`config.mk`:
```
export PLATFORM = sky130hd
export DESIGN_NAME = csfp_top
export DESIGN_NICKNAME = d
export VERILOG_FILES = /design/src/pkg/csfp_pkg.sv /design/src/rtl/csfp_supply_watch.sv /design/src/rtl/csfp_top.sv
export SDC_FILE = /design/constraint.sdc
export NUM_CORES = 1
export LEC_CHECK = 0
export BUFFER_PORTS_ARGS = -buffer_cell sky130_fd_sc_hd__buf_2
export CAP_MARGIN = 10
export CORE_MARGIN = 3
export CORE_UTILIZATION = 35
export DETAILED_ROUTE_END_ITERATION = 16
export GPL_ROUTABILITY_DRIVEN = 0
export PLACE_DENSITY = 0.69
export RECOVER_POWER = 100
export SLEW_MARGIN = 5
export SYNTH_ARGS = -nofsm -noshare
export SYNTH_HDL_FRONTEND = slang
export SYNTH_HIERARCHICAL = 1
export SYNTH_SLANG_ARGS = --single-unit
```
`constraint.sdc`:
```
create_clock -name ref_clk -period 1.3 [get_ports ref_clk]
set_input_delay 0.26 -clock ref_clk [delete_from_list [all_inputs] [get_ports ref_clk]]
set_output_delay 0.26 -clock ref_clk [all_outputs]
set_load 0.02 [all_outputs]
```
`src/pkg/csfp_pkg.sv`:
```
// Constants and types for the socket force-event and socket control registers
package csfp_pkg;

  // Register bus geometry
  localparam int CSFP_ADDR_W = 12;
  localparam int CSFP_DATA_W = 32;

  // Register byte offsets
  localparam logic [CSFP_ADDR_W-1:0] CSFP_OFS_FORCE = 12'h00c;
  localparam logic [CSFP_ADDR_W-1:0] CSFP_OFS_CTRL = 12'h010;

  // Force-event register field positions
  localparam int CSFP_FRC_SENSE_BIT = 14;
  localparam int CSFP_FRC_STATE_HI = 13;
  localparam int CSFP_FRC_STATE_LO = 7;
  localparam int CSFP_FRC_WIDE_BIT = 5;
  localparam int CSFP_FRC_NARROW_BIT = 4;
  localparam int CSFP_FRC_PWR_BIT = 3;
  localparam int CSFP_FRC_DET2_BIT = 2;
  localparam int CSFP_FRC_DET1_BIT = 1;
  localparam int CSFP_FRC_STAT_BIT = 0;
  localparam int CSFP_STATE_W = CSFP_FRC_STATE_HI - CSFP_FRC_STATE_LO + 1;

  // Socket control register field positions
  localparam int CSFP_CTL_STOP_BIT = 7;
  localparam int CSFP_CTL_VCC_HI = 6;
  localparam int CSFP_CTL_VCC_LO = 4;
  localparam int CSFP_CTL_VPP_HI = 2;
  localparam int CSFP_CTL_VPP_LO = 0;
  localparam int CSFP_SUP_W = 3;
  localparam int CSFP_LEG_W = 2;

  // Reset values
  localparam logic CSFP_STOP_RST = 1'b0;
  localparam logic [CSFP_SUP_W-1:0] CSFP_SUP_RST = 3'h0;
  localparam logic [CSFP_DATA_W-1:0] CSFP_RDATA_RST = 32'h0000_0000;

  // Decoded supply voltages
  typedef enum logic [2:0]
  {
    CSFP_V_OFF = 3'b000,
    CSFP_V_12 = 3'b001,
    CSFP_V_5 = 3'b010,
    CSFP_V_3P3 = 3'b011,
    CSFP_V_X = 3'b100,
    CSFP_V_Y = 3'b101,
    CSFP_V_RSVD = 3'b111
  } csfp_volt_e;

endpackage

```
`src/rtl/csfp_supply_watch.sv`:
```
// Change watcher for one supply select field
`timescale 1ns/10ps
module csfp_supply_watch #(
  parameter int W = 3
) (
  // Clock and reset
  input wire logic ref_clk,
  input wire logic nrst,
  // Watched field
  input wire logic [W-1:0] value,
  // One-cycle pulse after any change
  output logic changed
);

  logic [W-1:0] prev_ff;
  logic changed_ff;

  // Previous value starts at the reset code so no spurious start
  always_ff @(posedge ref_clk)
  begin
    if (!nrst)
      prev_ff <= '0;
    else
      prev_ff <= value;
  end

  always_ff @(posedge ref_clk)
  begin
    if (!nrst)
      changed_ff <= 1'b0;
    else
      changed_ff <= (value != prev_ff);
  end

  assign changed = changed_ff;

endmodule

```
`src/rtl/csfp_top.sv`:
```
// Socket force-event and socket control registers with supply select
//
// Contract
// - Reserved bits of both registers are written as zero and read back as zero.
// - Writing one to bit 14 of the force-event register restarts voltage sensing.
// - Bits 13 to 7 written to the force-event register are copied to the state flags.
// - Bits 5 and 4 set the card type flags, but are ignored while a card is present.
// - Bit 3 written as one sets the power-cycle event, leaving power status alone.
// - Bits 2 and 1 written as one set the detect-two and detect-one events.
// - Bit 0 written as one sets the status-change event, leaving its line flag alone.
// - Control bit 7 allows socket clock stopping when one and resets to zero.
// - Card supply field 6:4 decodes off, 5 V, 3.3 V, X.X V, Y.Y V; others reserved.
// - Programming supply field 2:0 decodes off, 12 V, 5 V, 3.3 V, X.X V, Y.Y V.
// - Legacy power control accesses share storage with the supply select fields.
// - Force-event fields are write-only; only reserved bits are readable, as zero.
// - Any change of a supply select starts the serial power-switch update.
`timescale 1ns/10ps
module csfp_top
  import csfp_pkg::*;
(
  // Clock and reset
  input wire logic ref_clk,
  input wire logic nrst,
  // Register port
  input wire logic [csfp_pkg::CSFP_ADDR_W-1:0] reg_addr,
  input wire logic [csfp_pkg::CSFP_DATA_W-1:0] reg_wdata,
  input wire logic reg_wr,
  input wire logic reg_rd,
  output logic [csfp_pkg::CSFP_DATA_W-1:0] reg_rdata,
  // Legacy power control view
  input wire logic legacy_power_control_wr,
  input wire logic [csfp_pkg::CSFP_LEG_W-1:0] legacy_vcc_wdata,
  input wire logic [csfp_pkg::CSFP_LEG_W-1:0] legacy_vpp_wdata,
  output logic [csfp_pkg::CSFP_LEG_W-1:0] legacy_vcc_rdata,
  output logic [csfp_pkg::CSFP_LEG_W-1:0] legacy_vpp_rdata,
  // Socket status from the present-state logic
  input wire logic card_present,
  // Present-state overrides
  output logic state_force_wr,
  output logic [csfp_pkg::CSFP_STATE_W-1:0] state_force_val,
  output logic card_type_force_wr,
  output logic wide_bus_card_force,
  output logic narrow_bus_card_force,
  // Event flag sets
  output logic power_cycle_event_set,
  output logic detect_two_event_set,
  output logic detect_one_event_set,
  output logic status_change_event_set,
  // Sensing restart
  output logic sense_restart,
  // Socket control
  output logic clock_stop_allow,
  output logic [csfp_pkg::CSFP_SUP_W-1:0] card_supply_select,
  output logic [csfp_pkg::CSFP_SUP_W-1:0] program_supply_select,
  output csfp_pkg::csfp_volt_e card_volt,
  output csfp_pkg::csfp_volt_e program_volt,
  output logic power_update_start
);

  import csfp_pkg::*;

  logic force_wr, ctrl_wr, ctrl_rd, stop_ff;
  logic [CSFP_SUP_W-1:0] vcc_ff, vpp_ff, nxt_vcc, nxt_vpp;
  logic [CSFP_DATA_W-1:0] rdata_ff, nxt_rdata;
  logic state_wr_ff, type_wr_ff, wide_ff, narrow_ff;
  logic [CSFP_STATE_W-1:0] state_val_ff;
  logic pwr_ev_ff, det2_ev_ff, det1_ev_ff, stat_ev_ff, sense_ff;
  csfp_volt_e card_volt_ff, prog_volt_ff;
  logic vcc_chg, vpp_chg, upd_start;

  // Address decode
  always_comb
  begin
    force_wr = 1'b0;
    ctrl_wr = 1'b0;
    ctrl_rd = 1'b0;
    if (reg_addr == CSFP_OFS_FORCE)
      force_wr = reg_wr;
    else if (reg_addr == CSFP_OFS_CTRL)
    begin
      ctrl_wr = reg_wr;
      ctrl_rd = reg_rd;
    end
  end

  // Present-state overrides; card type is dropped while a card sits in the socket
  always_ff @(posedge ref_clk)
  begin
    if (!nrst)
    begin
      state_wr_ff <= 1'b0;
      state_val_ff <= '0;
      type_wr_ff <= 1'b0;
      wide_ff <= 1'b0;
      narrow_ff <= 1'b0;
    end
    else
    begin
      state_wr_ff <= force_wr;
      if (force_wr)
        state_val_ff <= reg_wdata[CSFP_FRC_STATE_HI:CSFP_FRC_STATE_LO];
      type_wr_ff <= force_wr && !card_present;
      if (force_wr && !card_present)
      begin
        wide_ff <= reg_wdata[CSFP_FRC_WIDE_BIT];
        narrow_ff <= reg_wdata[CSFP_FRC_NARROW_BIT];
      end
    end
  end

  // Event sets and sensing restart: only ones act, zeros never clear or abort
  always_ff @(posedge ref_clk)
  begin
    if (!nrst)
    begin
      pwr_ev_ff <= 1'b0;
      det2_ev_ff <= 1'b0;
      det1_ev_ff <= 1'b0;
      stat_ev_ff <= 1'b0;
      sense_ff <= 1'b0;
    end
    else
    begin
      pwr_ev_ff <= force_wr && reg_wdata[CSFP_FRC_PWR_BIT];
      det2_ev_ff <= force_wr && reg_wdata[CSFP_FRC_DET2_BIT];
      det1_ev_ff <= force_wr && reg_wdata[CSFP_FRC_DET1_BIT];
      stat_ev_ff <= force_wr && reg_wdata[CSFP_FRC_STAT_BIT];
      sense_ff <= force_wr && reg_wdata[CSFP_FRC_SENSE_BIT];
    end
  end

  // Clock stop permission
  always_ff @(posedge ref_clk)
  begin
    if (!nrst)
      stop_ff <= CSFP_STOP_RST;
    else if (ctrl_wr)
      stop_ff <= reg_wdata[CSFP_CTL_STOP_BIT];
  end

  // Shared supply storage; the full register write wins a same-cycle clash
  always_comb
  begin
    nxt_vcc = vcc_ff;
    nxt_vpp = vpp_ff;
    if (ctrl_wr)
    begin
      nxt_vcc = reg_wdata[CSFP_CTL_VCC_HI:CSFP_CTL_VCC_LO];
      nxt_vpp = reg_wdata[CSFP_CTL_VPP_HI:CSFP_CTL_VPP_LO];
    end
    else if (legacy_power_control_wr)
    begin
      nxt_vcc = {vcc_ff[CSFP_SUP_W-1], legacy_vcc_wdata};
      nxt_vpp = {vpp_ff[CSFP_SUP_W-1], legacy_vpp_wdata};
    end
  end

  always_ff @(posedge ref_clk)
  begin
    if (!nrst)
    begin
      vcc_ff <= CSFP_SUP_RST;
      vpp_ff <= CSFP_SUP_RST;
    end
    else
    begin
      vcc_ff <= nxt_vcc;
      vpp_ff <= nxt_vpp;
    end
  end

  // Supply decode, registered one cycle behind the select fields
  always_ff @(posedge ref_clk)
  begin
    if (!nrst)
    begin
      card_volt_ff <= CSFP_V_OFF;
      prog_volt_ff <= CSFP_V_OFF;
    end
    else
    begin
      case (vcc_ff)
        3'h0: card_volt_ff <= CSFP_V_OFF;
        3'h2: card_volt_ff <= CSFP_V_5;
        3'h3: card_volt_ff <= CSFP_V_3P3;
        3'h4: card_volt_ff <= CSFP_V_X;
        3'h5: card_volt_ff <= CSFP_V_Y;
        default: card_volt_ff <= CSFP_V_RSVD;
      endcase
      case (vpp_ff)
        3'h0: prog_volt_ff <= CSFP_V_OFF;
        3'h1: prog_volt_ff <= CSFP_V_12;
        3'h2: prog_volt_ff <= CSFP_V_5;
        3'h3: prog_volt_ff <= CSFP_V_3P3;
        3'h4: prog_volt_ff <= CSFP_V_X;
        3'h5: prog_volt_ff <= CSFP_V_Y;
        default: prog_volt_ff <= CSFP_V_RSVD;
      endcase
    end
  end

  // Power-switch update trigger
  csfp_supply_watch #(
    .W(CSFP_SUP_W)
  ) u_vcc_watch (
    .ref_clk(ref_clk),
    .nrst(nrst),
    .value(vcc_ff),
    .changed(vcc_chg)
  );

  csfp_supply_watch #(
    .W(CSFP_SUP_W)
  ) u_vpp_watch (
    .ref_clk(ref_clk),
    .nrst(nrst),
    .value(vpp_ff),
    .changed(vpp_chg)
  );

  assign upd_start = vcc_chg || vpp_chg;

  // Read data; force register and unmapped space read zero
  always_comb
  begin
    nxt_rdata = CSFP_RDATA_RST;
    if (ctrl_rd)
    begin
      nxt_rdata[CSFP_CTL_STOP_BIT] = stop_ff;
      nxt_rdata[CSFP_CTL_VCC_HI:CSFP_CTL_VCC_LO] = vcc_ff;
      nxt_rdata[CSFP_CTL_VPP_HI:CSFP_CTL_VPP_LO] = vpp_ff;
    end
  end

  // Data stands only in the cycle after the read strobe
  always_ff @(posedge ref_clk)
  begin
    if (!nrst)
      rdata_ff <= CSFP_RDATA_RST;
    else
      rdata_ff <= nxt_rdata;
  end

  // Outputs
  assign reg_rdata = rdata_ff;
  assign legacy_vcc_rdata = vcc_ff[CSFP_LEG_W-1:0];
  assign legacy_vpp_rdata = vpp_ff[CSFP_LEG_W-1:0];
  assign state_force_wr = state_wr_ff;
  assign state_force_val = state_val_ff;
  assign card_type_force_wr = type_wr_ff;
  assign wide_bus_card_force = wide_ff;
  assign narrow_bus_card_force = narrow_ff;
  assign power_cycle_event_set = pwr_ev_ff;
  assign detect_two_event_set = det2_ev_ff;
  assign detect_one_event_set = det1_ev_ff;
  assign status_change_event_set = stat_ev_ff;
  assign sense_restart = sense_ff;
  assign clock_stop_allow = stop_ff;
  assign card_supply_select = vcc_ff;
  assign program_supply_select = vpp_ff;
  assign card_volt = card_volt_ff;
  assign program_volt = prog_volt_ff;
  assign power_update_start = upd_start;
endmodule

```
==> results.json, run 1 <==
{
  "io_buffer_count": 77,
  "grt_max_degree": 18,
  "synthTopCellsByArea": "dfxtp_1, buf_4, mux2i_1",
  "cts-root-buf": "clkbuf_8",
  "ys_ff_latch": 44,
  "final_core_util_pct": 47.3,
  "grt_pass1_vias": 1306,
  "status": "completed",
  "area_growth_pct": 26.8,
  "numCtsBuffers": 5,
  "worst_slack_ns": 0.0725,
  "antennaDiodeCount": 0,
  "grt_overflow": 0,
  "final-max-slew-violation-count": 0,
  "hold_viol": 0,
  "viasPerCell": 4.19,
  "holdPathStages": 2,
  "timing.final.crit_share_pct": 94.4,
  "start_util_pct": 37.3,
  "max_cap_violations": 0,
  "layout-drive-gt1-share_pct": 24.0,
  "route.detailed.drc": 0,
  "fmaxAchievable_mhz": 815,
  "finalWirelength_um": 3940,
  "setup_viol": 0,
  "drt-initial-drc-count": 35,
  "path_buf_inv": 1,
  "reg2reg_to": "u_vpp_watch/changed",
  "crit_slowest_cell": "dfxtp_1",
  "power_leakage_nw": 1.10,
  "regToRegSetupSlack_ns": 0.32,
  "ios": 120,
  "path_max_fanout": 7,
  "wl_per_cell_um": 11.5,
  "timing.rr.start": "program_supply_select[0]",
  "yosys_warnings": 6,
  "dp_hpwl_um": 3010,
  "hold_buffers": 0,
  "rsz0062_at_grt": "no",
  "cts.sinks": 44,
  "holdCritPathClass": "input port to flop",
  "cp_slowest_stage_delay_ns": 0.47,
  "hold_path_end": "card_type_force_wr",
  "fp.dieW_um": 78.1,
  "yosysTopAreaCell": "dfxtp_1",
  "finalCriticalPeriod_ns": 1.23,
  "worstSetupPathType": "flop to output pin",
  "die_area_um2": 6100,
  "skew_ns": 0.00350,
  "rows": 25,
  "clock_latency_ns": 0.28,
  "core_area_um2": 4880,
  "crit_start": "program_supply_select[0]",
  "cts_buffer_depth": 2,
  "antenna_found_initial": 0,
  "netlist.area_leader.share_pct": 48.4,
  "vias": 1432,
  "required_ns": 1.04,
  "grt_usage_pct": 12.9,
  "reg2reg_depth": 2,
  "crit_path_end_kind": "output pin",
  "cellPowerDensity_nw_per_um2": 1250,
  "yosysSeqAreaShare_pct": 48.4,
  "grt_pass1_wl_um": 6270,
  "worst_setup_path_start_kind": "flop",
  "crit_chain": "clkbuf_2",
  "p_total_mw": 2.89,
  "worstPathArrival_ns": 0.97,
  "htreeDepth": 2,
  "clkSlewWorstSetupHoldPaths_ns": 0.08,
  "netlist_area_um2": 1820,
  "syn_area_per_cell_um2": 9.53,
  "firstDrtPassIters": 4,
  "synth.distinct_cells": 26,
  "critPathTopFamily": "flip-flops",
  "vdd_drop_max_v": 0.000687,
  "die_h_um": 78.1,
  "worstHoldStart": "card_present",
  "final_nets": 329,
  "cts_tree": "done",
  "postRouteAntennaNets": 0,
  "pre_cts_ws_ns": -0.138,
  "synth_cells": 191
}
## worst max-delay path by stage
| stage | endpoint | cells after the start |
|---|---|---|
| after floorplan | state_force_val[0] | 4 |
| after global placement | state_force_val[5] | 5 |
| after detailed placement | state_force_val[2] | 5 |
| after CTS | card_supply_select[1] | 1 |
| after global routing | program_supply_select[0] | 1 |
| final | program_supply_select[0] | 1 |
## worst reg2reg max path: cells and delay by family (launching register included)
kind                      cells  cell delay [ns]
AOI/OAI and AO/OA             1             0.31
xor gates and xnor gates      1             0.11
DFF                           1             0.47
## stage by stage
| stage | setup TNS (ns) | area (um^2) | std cells | hold WS (ns) |
|---|---|---|---|---|
| floorplan | 0 | 1910 | 215 | 0.339 |
| global placement | -0.467 | 2250 | 335 | 0.441 |
| detailed placement | -0.855 | 2250 | 335 | 0.449 |
| CTS | 0 | 2380 | 342 | 0.156 |
| global route | 0 | 2310 | 342 | 0.158 |
| finish | 0 | 2310 | 342 | 0.158 |
## area by class of cell
| class | instances | area [um^2] |
|---|---|---|
| well taps | 67 | 83.8 |
| repair buffers | 87 | 433 |
| multi-input cells | 126 | 737 |
| inverters | 11 | 41.3 |
| clock buffers | 5 | 68.8 |
| fillers | 508 | 2570 |
| flip-flops and latches | 44 | 885 |
| clock inverters | 2 | 60.1 |
## sequential cells by signal (all words and copies together) (netlist names)
signal / flops
program_supply_select: 3
u_vcc_watch/prev_ff: 3
reg_rdata: 7
status_change_event_set: 1
state_force_wr: 1
wide_bus_card_force: 1
card_type_force_wr: 1
card_supply_select: 3
card_volt: 3
program_volt: 3
u_vpp_watch/prev_ff: 3
detect_two_event_set: 1
power_cycle_event_set: 1
sense_restart: 1
u_vpp_watch/changed: 1
clock_stop_allow: 1
u_vcc_watch/changed: 1
narrow_bus_card_force: 1
state_force_val: 7
detect_one_event_set: 1
## power breakdown
group          total (mW)  internal (mW)  switching (mW)
Clock                1.19          0.756           0.437
Combinational       0.305          0.114           0.191
Sequential           1.39           1.37          0.0204
## Yosys cell counts (all sizes together)
master   n
and3b    1
inv     11
nor4b    1
mux2     4
nor2     9
xor2     6
and4     1
nor3b    3
nand4    4
o31a     2
mux2i   16
and2     6
dfxtp   44
or2      1
conb     1
nor4     2
a21oi    4
nand2   29
buf     32
clkbuf   2
nor3    12
## cell usage in the layout (no fill, tap or decap), types with 2 or more instances in the layout
master and instances:
a21oi_1 4, and2_1 5, buf_12 2, buf_2 34, buf_4 6, bufinv_16 2
clkbuf_1 38, clkbuf_2 7, clkbuf_8 5, conb_1 25, dfxtp_1 41, dfxtp_2 3
inv_1 11, mux2_2 4, mux2i_1 16, nand2_1 29, nand4_1 3, nor2_1 9
nor3_1 12, nor3b_1 3, o31a_1 2, xor2_1 6
## per-layer routing
layer  GRT usage (%)  vias to the layer above  part of all wire [%]
li1                -                      733                     -
met1            16.2                      624                    44
met2            21.4                       70                    46
met3            3.90                        5                   9.6
met4            3.67                        0                  0.89
met5               0                        -                     0
## what timing repair did
action | in CTS | in global routing
setup buffers | 0 | 0
endpoints found under the setup margin | 0 | 7
gates resized for setup | 0 | 6
## cell families (layout without fill, tap and decap cells)
| group | after synthesis | after routing | synth area share (%) |
|---|---|---|---|
| compound gates | 6 | 6 | 2.06 |
| xor+xnor | 6 | 6 | 2.89 |
| buf+inv | 45 | 105 | 15.7 |
| flops | 44 | 44 | 48.4 |
| mux | 20 | 20 | 11.3 |
| other cells | 1 | 25 | 0.206 |
| simple gates | 69 | 69 | 19.5 |
Note: power is estimated with default switching activity, not from simulation.
==> inputs of run 2 (changes only) <==
- PLACE_DENSITY: 0.69 -> 0.71
- clock period: 1.3 -> 1 ns (I/O delays scaled with it)
==> results.json, run 2 (synthesis gave the netlist of run 1 again) <==
{
  "pre_cts_ws_ns": -0.345,
  "hold_viol": 0,
  "fillers": 447,
  "dp_hpwl_um": 3090,
  "path_max_fanout": 1,
  "setup_viol": 14,
  "timing.final.crit_share_pct": 117,
  "seq_area_um2": 901,
  "worstPathArrival_ns": 0.97,
  "finalCriticalPeriod_ns": 1.17,
  "grt_max_degree": 23,
  "grt.met3_usage_pct": 4.70,
  "area_growth_pct": 45.2,
  "layout-drive-gt1-share_pct": 43.8,
  "core_area_um2": 4880,
  "failed_checks": "negative setup slack",
  "cellPowerDensity_nw_per_um2": 1410,
  "start_util_pct": 37.3,
  "numCtsBuffers": 5,
  "clkSlewWorstSetupHoldPaths_ns": 0.08,
  "max_cap_violations": 0,
  "status": "finished, violations left",
  "final_common_cell": "buf_2",
  "die_h_um": 78.1,
  "finalWirelength_um": 4400,
  "worstSetupPathType": "flop to output pin",
  "grt_pass1_wl_um": 6850,
  "firstDrtPassIters": 4,
  "final_cell_mix": "buf_2, dfxtp_1, nand2_1",
  "grt_overflow": 0,
  "postRouteAntennaNets": 0,
  "clock_latency_ns": 0.29,
  "multi_input_area_um2": 773,
  "io_buffer_count": 77,
  "drt-initial-drc-count": 62,
  "ios": 120,
  "antenna_found_initial": 0,
  "holdCritPathClass": "input port to flop",
  "cts_tree": "done",
  "rsz0062_at_grt": "yes",
  "rows": 25,
  "required_ns": 0.80,
  "htreeDepth": 2,
  "fmaxAchievable_mhz": 857,
  "grt_pass1_vias": 1478,
  "worst_setup_path_start_kind": "flop",
  "viasPerCell": 4.35,
  "fp.dieW_um": 78.1,
  "p_total_mw": 3.72,
  "skew_ns": 0.00651,
  "antennaDiodeCount": 0,
  "top_usage_layer": "met2",
  "die_area_um2": 6100,
  "worst_slack_ns": -0.167,
  "met1_usage_pct": 15.4,
  "met2_usage_pct": 26.5,
  "cts-root-buf": "clkbuf_8",
  "route.detailed.drc": 0,
  "final_nets": 341,
  "final-max-slew-violation-count": 0,
  "cts_buffer_depth": 2,
  "crit_path_end_kind": "output pin",
  "vdd_drop_max_v": 0.000621,
  "power_leakage_nw": 1.34,
  "cts.sinks": 44,
  "wl_per_cell_um": 12.4,
  "grt_usage_pct": 14.3,
  "vias": 1544
}
[run 2: changes by cell type in the layout (fill, tap and decap cells not counted), sizes merged]
cell / change
buf: +44
clkinv: +1
bufinv: -1
clkbuf: -31
[run 2: final timing paths]
kind | to | cells after the start | slack (ns) | startpoint
max | power_update_start | 2 | -0.17 | u_vcc_watch/changed
min | power_cycle_event_set | 3 | 0.13 | reg_wdata[3]
max reg2reg | program_supply_select[0] | 4 | -0.04 | program_supply_select[0]
min reg2reg | state_force_val[6] | 2 | 0.46 | state_force_val[6]
[run 2: power by group]
| group | internal, mW | total [mW] | switching, mW |
|---|---|---|---|
| combinational | 0.229 | 0.505 | 0.277 |
| clock | 0.817 | 1.41 | 0.594 |
| sequential | 1.78 | 1.81 | 0.0276 |
[run 2: metal layers]
metal	share of wire (%)	routed length [um]
met2	52	2290
met1	37	1610
met3	9.7	429
met4	1.4	63
met5	0	0
[run 2: timing repair]
action                     4_1_cts  5_1_grt
setup buffers                    8        3
hold buffers                     0        0
gates resized for setup         40       37
setup endpoints to repair       22       54
pin swaps                        3        7
[run 2: stage by stage]
stage | utilization, % | instances | area, um^2 | hold slack [ns] | TNS (ns)
after global placement | 46.8 | 337 | 2280 | 0.429 | -6.59
after CTS | 52.4 | 352 | 2560 | 0.117 | -0.292
after global routing | 54.2 | 355 | 2640 | 0.120 | -1.62
after floorplan | - | 215 | 1920 | 0.279 | -1.16
final | 54.2 | 355 | 2640 | 0.126 | -0.721
after detailed placement | 46.8 | 337 | 2280 | 0.433 | -6.71
[run 2: worst max-delay path, cell delays in order (launching register included)]
cell     delay, ns
dfxtp_1       0.31
or2_4         0.24
buf_6         0.13
[run 2: layout make-up]
type	instances	area share (%)
Sequential cell	44	34.1
Multi-Input combinational cell	126	29.3
Timing Repair Buffer	99	27.3
Tap cell	67	3.17
Clock buffer	6	3.13
Inverter	11	1.56
Clock inverter	2	1.47
==> inputs of run 3 (changes only) <==
- ABC_CLOCK_PERIOD_IN_PS: default -> 1250
- PLACE_DENSITY: 0.71 -> 0.69
- clock period: 1 -> 1.25 ns (I/O delays scaled with it)
==> results.json, run 3 (synthesis gave the netlist of run 1 again) <==
{
  "clock_latency_ns": 0.29,
  "area_growth_pct": 27.8,
  "slew_headroom_pct": 57.7,
  "vias": 1463,
  "cts-root-buf": "clkbuf_8",
  "dp_hpwl_um": 3070,
  "reg2reg_depth": 2,
  "hold_buffers": 0,
  "cts.sinks": 44,
  "grt_overflow": 0,
  "max_cap_violations": 0,
  "skew_ns": 0.00327,
  "start_util_pct": 37.3,
  "final_nets": 331,
  "cts_buffer_depth": 2,
  "grt_pass1_vias": 1383,
  "worstPathArrival_ns": 0.95,
  "postRouteAntennaNets": 0,
  "firstDrtPassIters": 4,
  "htreeDepth": 2,
  "antennaDiodeCount": 0,
  "route.detailed.drc": 0,
  "required_ns": 1.00,
  "io_buffer_count": 77,
  "layout-drive-gt1-share_pct": 26.7,
  "rows": 25,
  "timing.final.crit_share_pct": 96.1,
  "final_core_util_pct": 47.7,
  "power_leakage_nw": 1.12,
  "cts_tree": "done",
  "worst_setup_path_start_kind": "flop",
  "fmaxAchievable_mhz": 832,
  "numCtsBuffers": 5,
  "grt_max_degree": 18,
  "core_area_um2": 4880,
  "p_total_mw": 3.01,
  "dpl-instance-area_um2": 2260,
  "ios": 120,
  "finalCriticalPeriod_ns": 1.20,
  "status": "completed",
  "hold_viol": 0,
  "die_area_um2": 6100,
  "drt-initial-drc-count": 35,
  "vdd_drop_max_v": 0.000492,
  "fp.dieW_um": 78.1,
  "die_h_um": 78.1,
  "viasPerCell": 4.25,
  "path_max_fanout": 1,
  "crit_path_end_kind": "output pin",
  "grt_usage_pct": 13.0,
  "fin_worst_hold_slack_ns": 0.147,
  "wl_per_cell_um": 11.4,
  "final_common_cell": "dfxtp_1",
  "holdCritPathClass": "input port to flop",
  "worstSetupPathType": "flop to output pin",
  "final_cell_mix": "dfxtp_1, clkbuf_1, buf_2",
  "tns_ns": 0,
  "final-max-slew-violation-count": 0,
  "tightest_slew_ns": 0.634,
  "grt_pass1_wl_um": 6330,
  "finalWirelength_um": 3930,
  "antenna_found_initial": 1,
  "clkSlewWorstSetupHoldPaths_ns": 0.08,
  "setup_viol": 0,
  "cellPowerDensity_nw_per_um2": 1290,
  "holdPathStages": 2,
  "final_area_um2": 2330,
  "rsz0062_at_grt": "no"
}
-- run 3: cell types whose count changed in the layout (fill, tap and decap cells not counted), moves of 3 or more --
cell / previous run / this run
clkbuf_1: 3 / 35
buf_6: 20 / 1
buf_4: 22 / 5
buf_2: 41 / 34
clkbuf_2: 8 / 12
dfxtp_1: 34 / 38
dfxtp_4: 3 / 0
mux2_2: 1 / 4
mux2_4: 3 / 0
-- run 3: what timing repair did --
action / CTS / global route
pin swaps: 0 / 1
resized for setup: 5 / 4
buffers inserted: 0 / 0
endpoints found under the setup margin: 5 / 6
-- run 3: report_power, final --
group	internal, mW	switching (mW)	total (mW)
combinational	0.125	0.202	0.327
sequential	1.43	0.0213	1.45
clock	0.786	0.447	1.23
-- run 3: cell type report --
type                            instances  area [um^2]
Sequential cell                        44          888
Tap cell                               67         83.8
Clock inverter                          2         60.1
Timing Repair Buffer                   89          438
Multi-Input combinational cell        126          746
Fill cell                             522         2550
Inverter                               11         41.3
Clock buffer                            5         68.8
-- run 3: path summary, 6_finish.rpt --
path	startpoint	slack (ns)	end
worst max-delay path	u_vcc_watch/changed	0.05	power_update_start
worst min-delay path	card_present	0.15	card_type_force_wr
worst max register to register	card_supply_select[0]	0.32	u_vcc_watch/changed
worst min register to register	state_force_val[6]	0.46	state_force_val[6]
-- run 3: per-stage QoR --
stage / worst slack, ns / instances
floorplan: 0.0949 / 215
global placement: -0.111 / 337
detailed placement: -0.136 / 337
CTS: 0.0119 / 344
global route: 0.00361 / 344
finish: 0.0482 / 344
-- run 3: per-layer routing --
| layer | part of all wire (%) | routed length, um | global-route usage [%] |
|---|---|---|---|
| met1 | 42 | 1640 | 15.3 |
| met2 | 48 | 1880 | 22.5 |
| met3 | 9.3 | 365 | 4.82 |
| met4 | 0.94 | 37 | 3.15 |
| met5 | 0.18 | 7 | 0 |
-- run 3: critical path, cell delays in order (launching register included) --
cell     delay (ns)
dfxtp_1        0.30
or2_4          0.24
buf_6          0.13
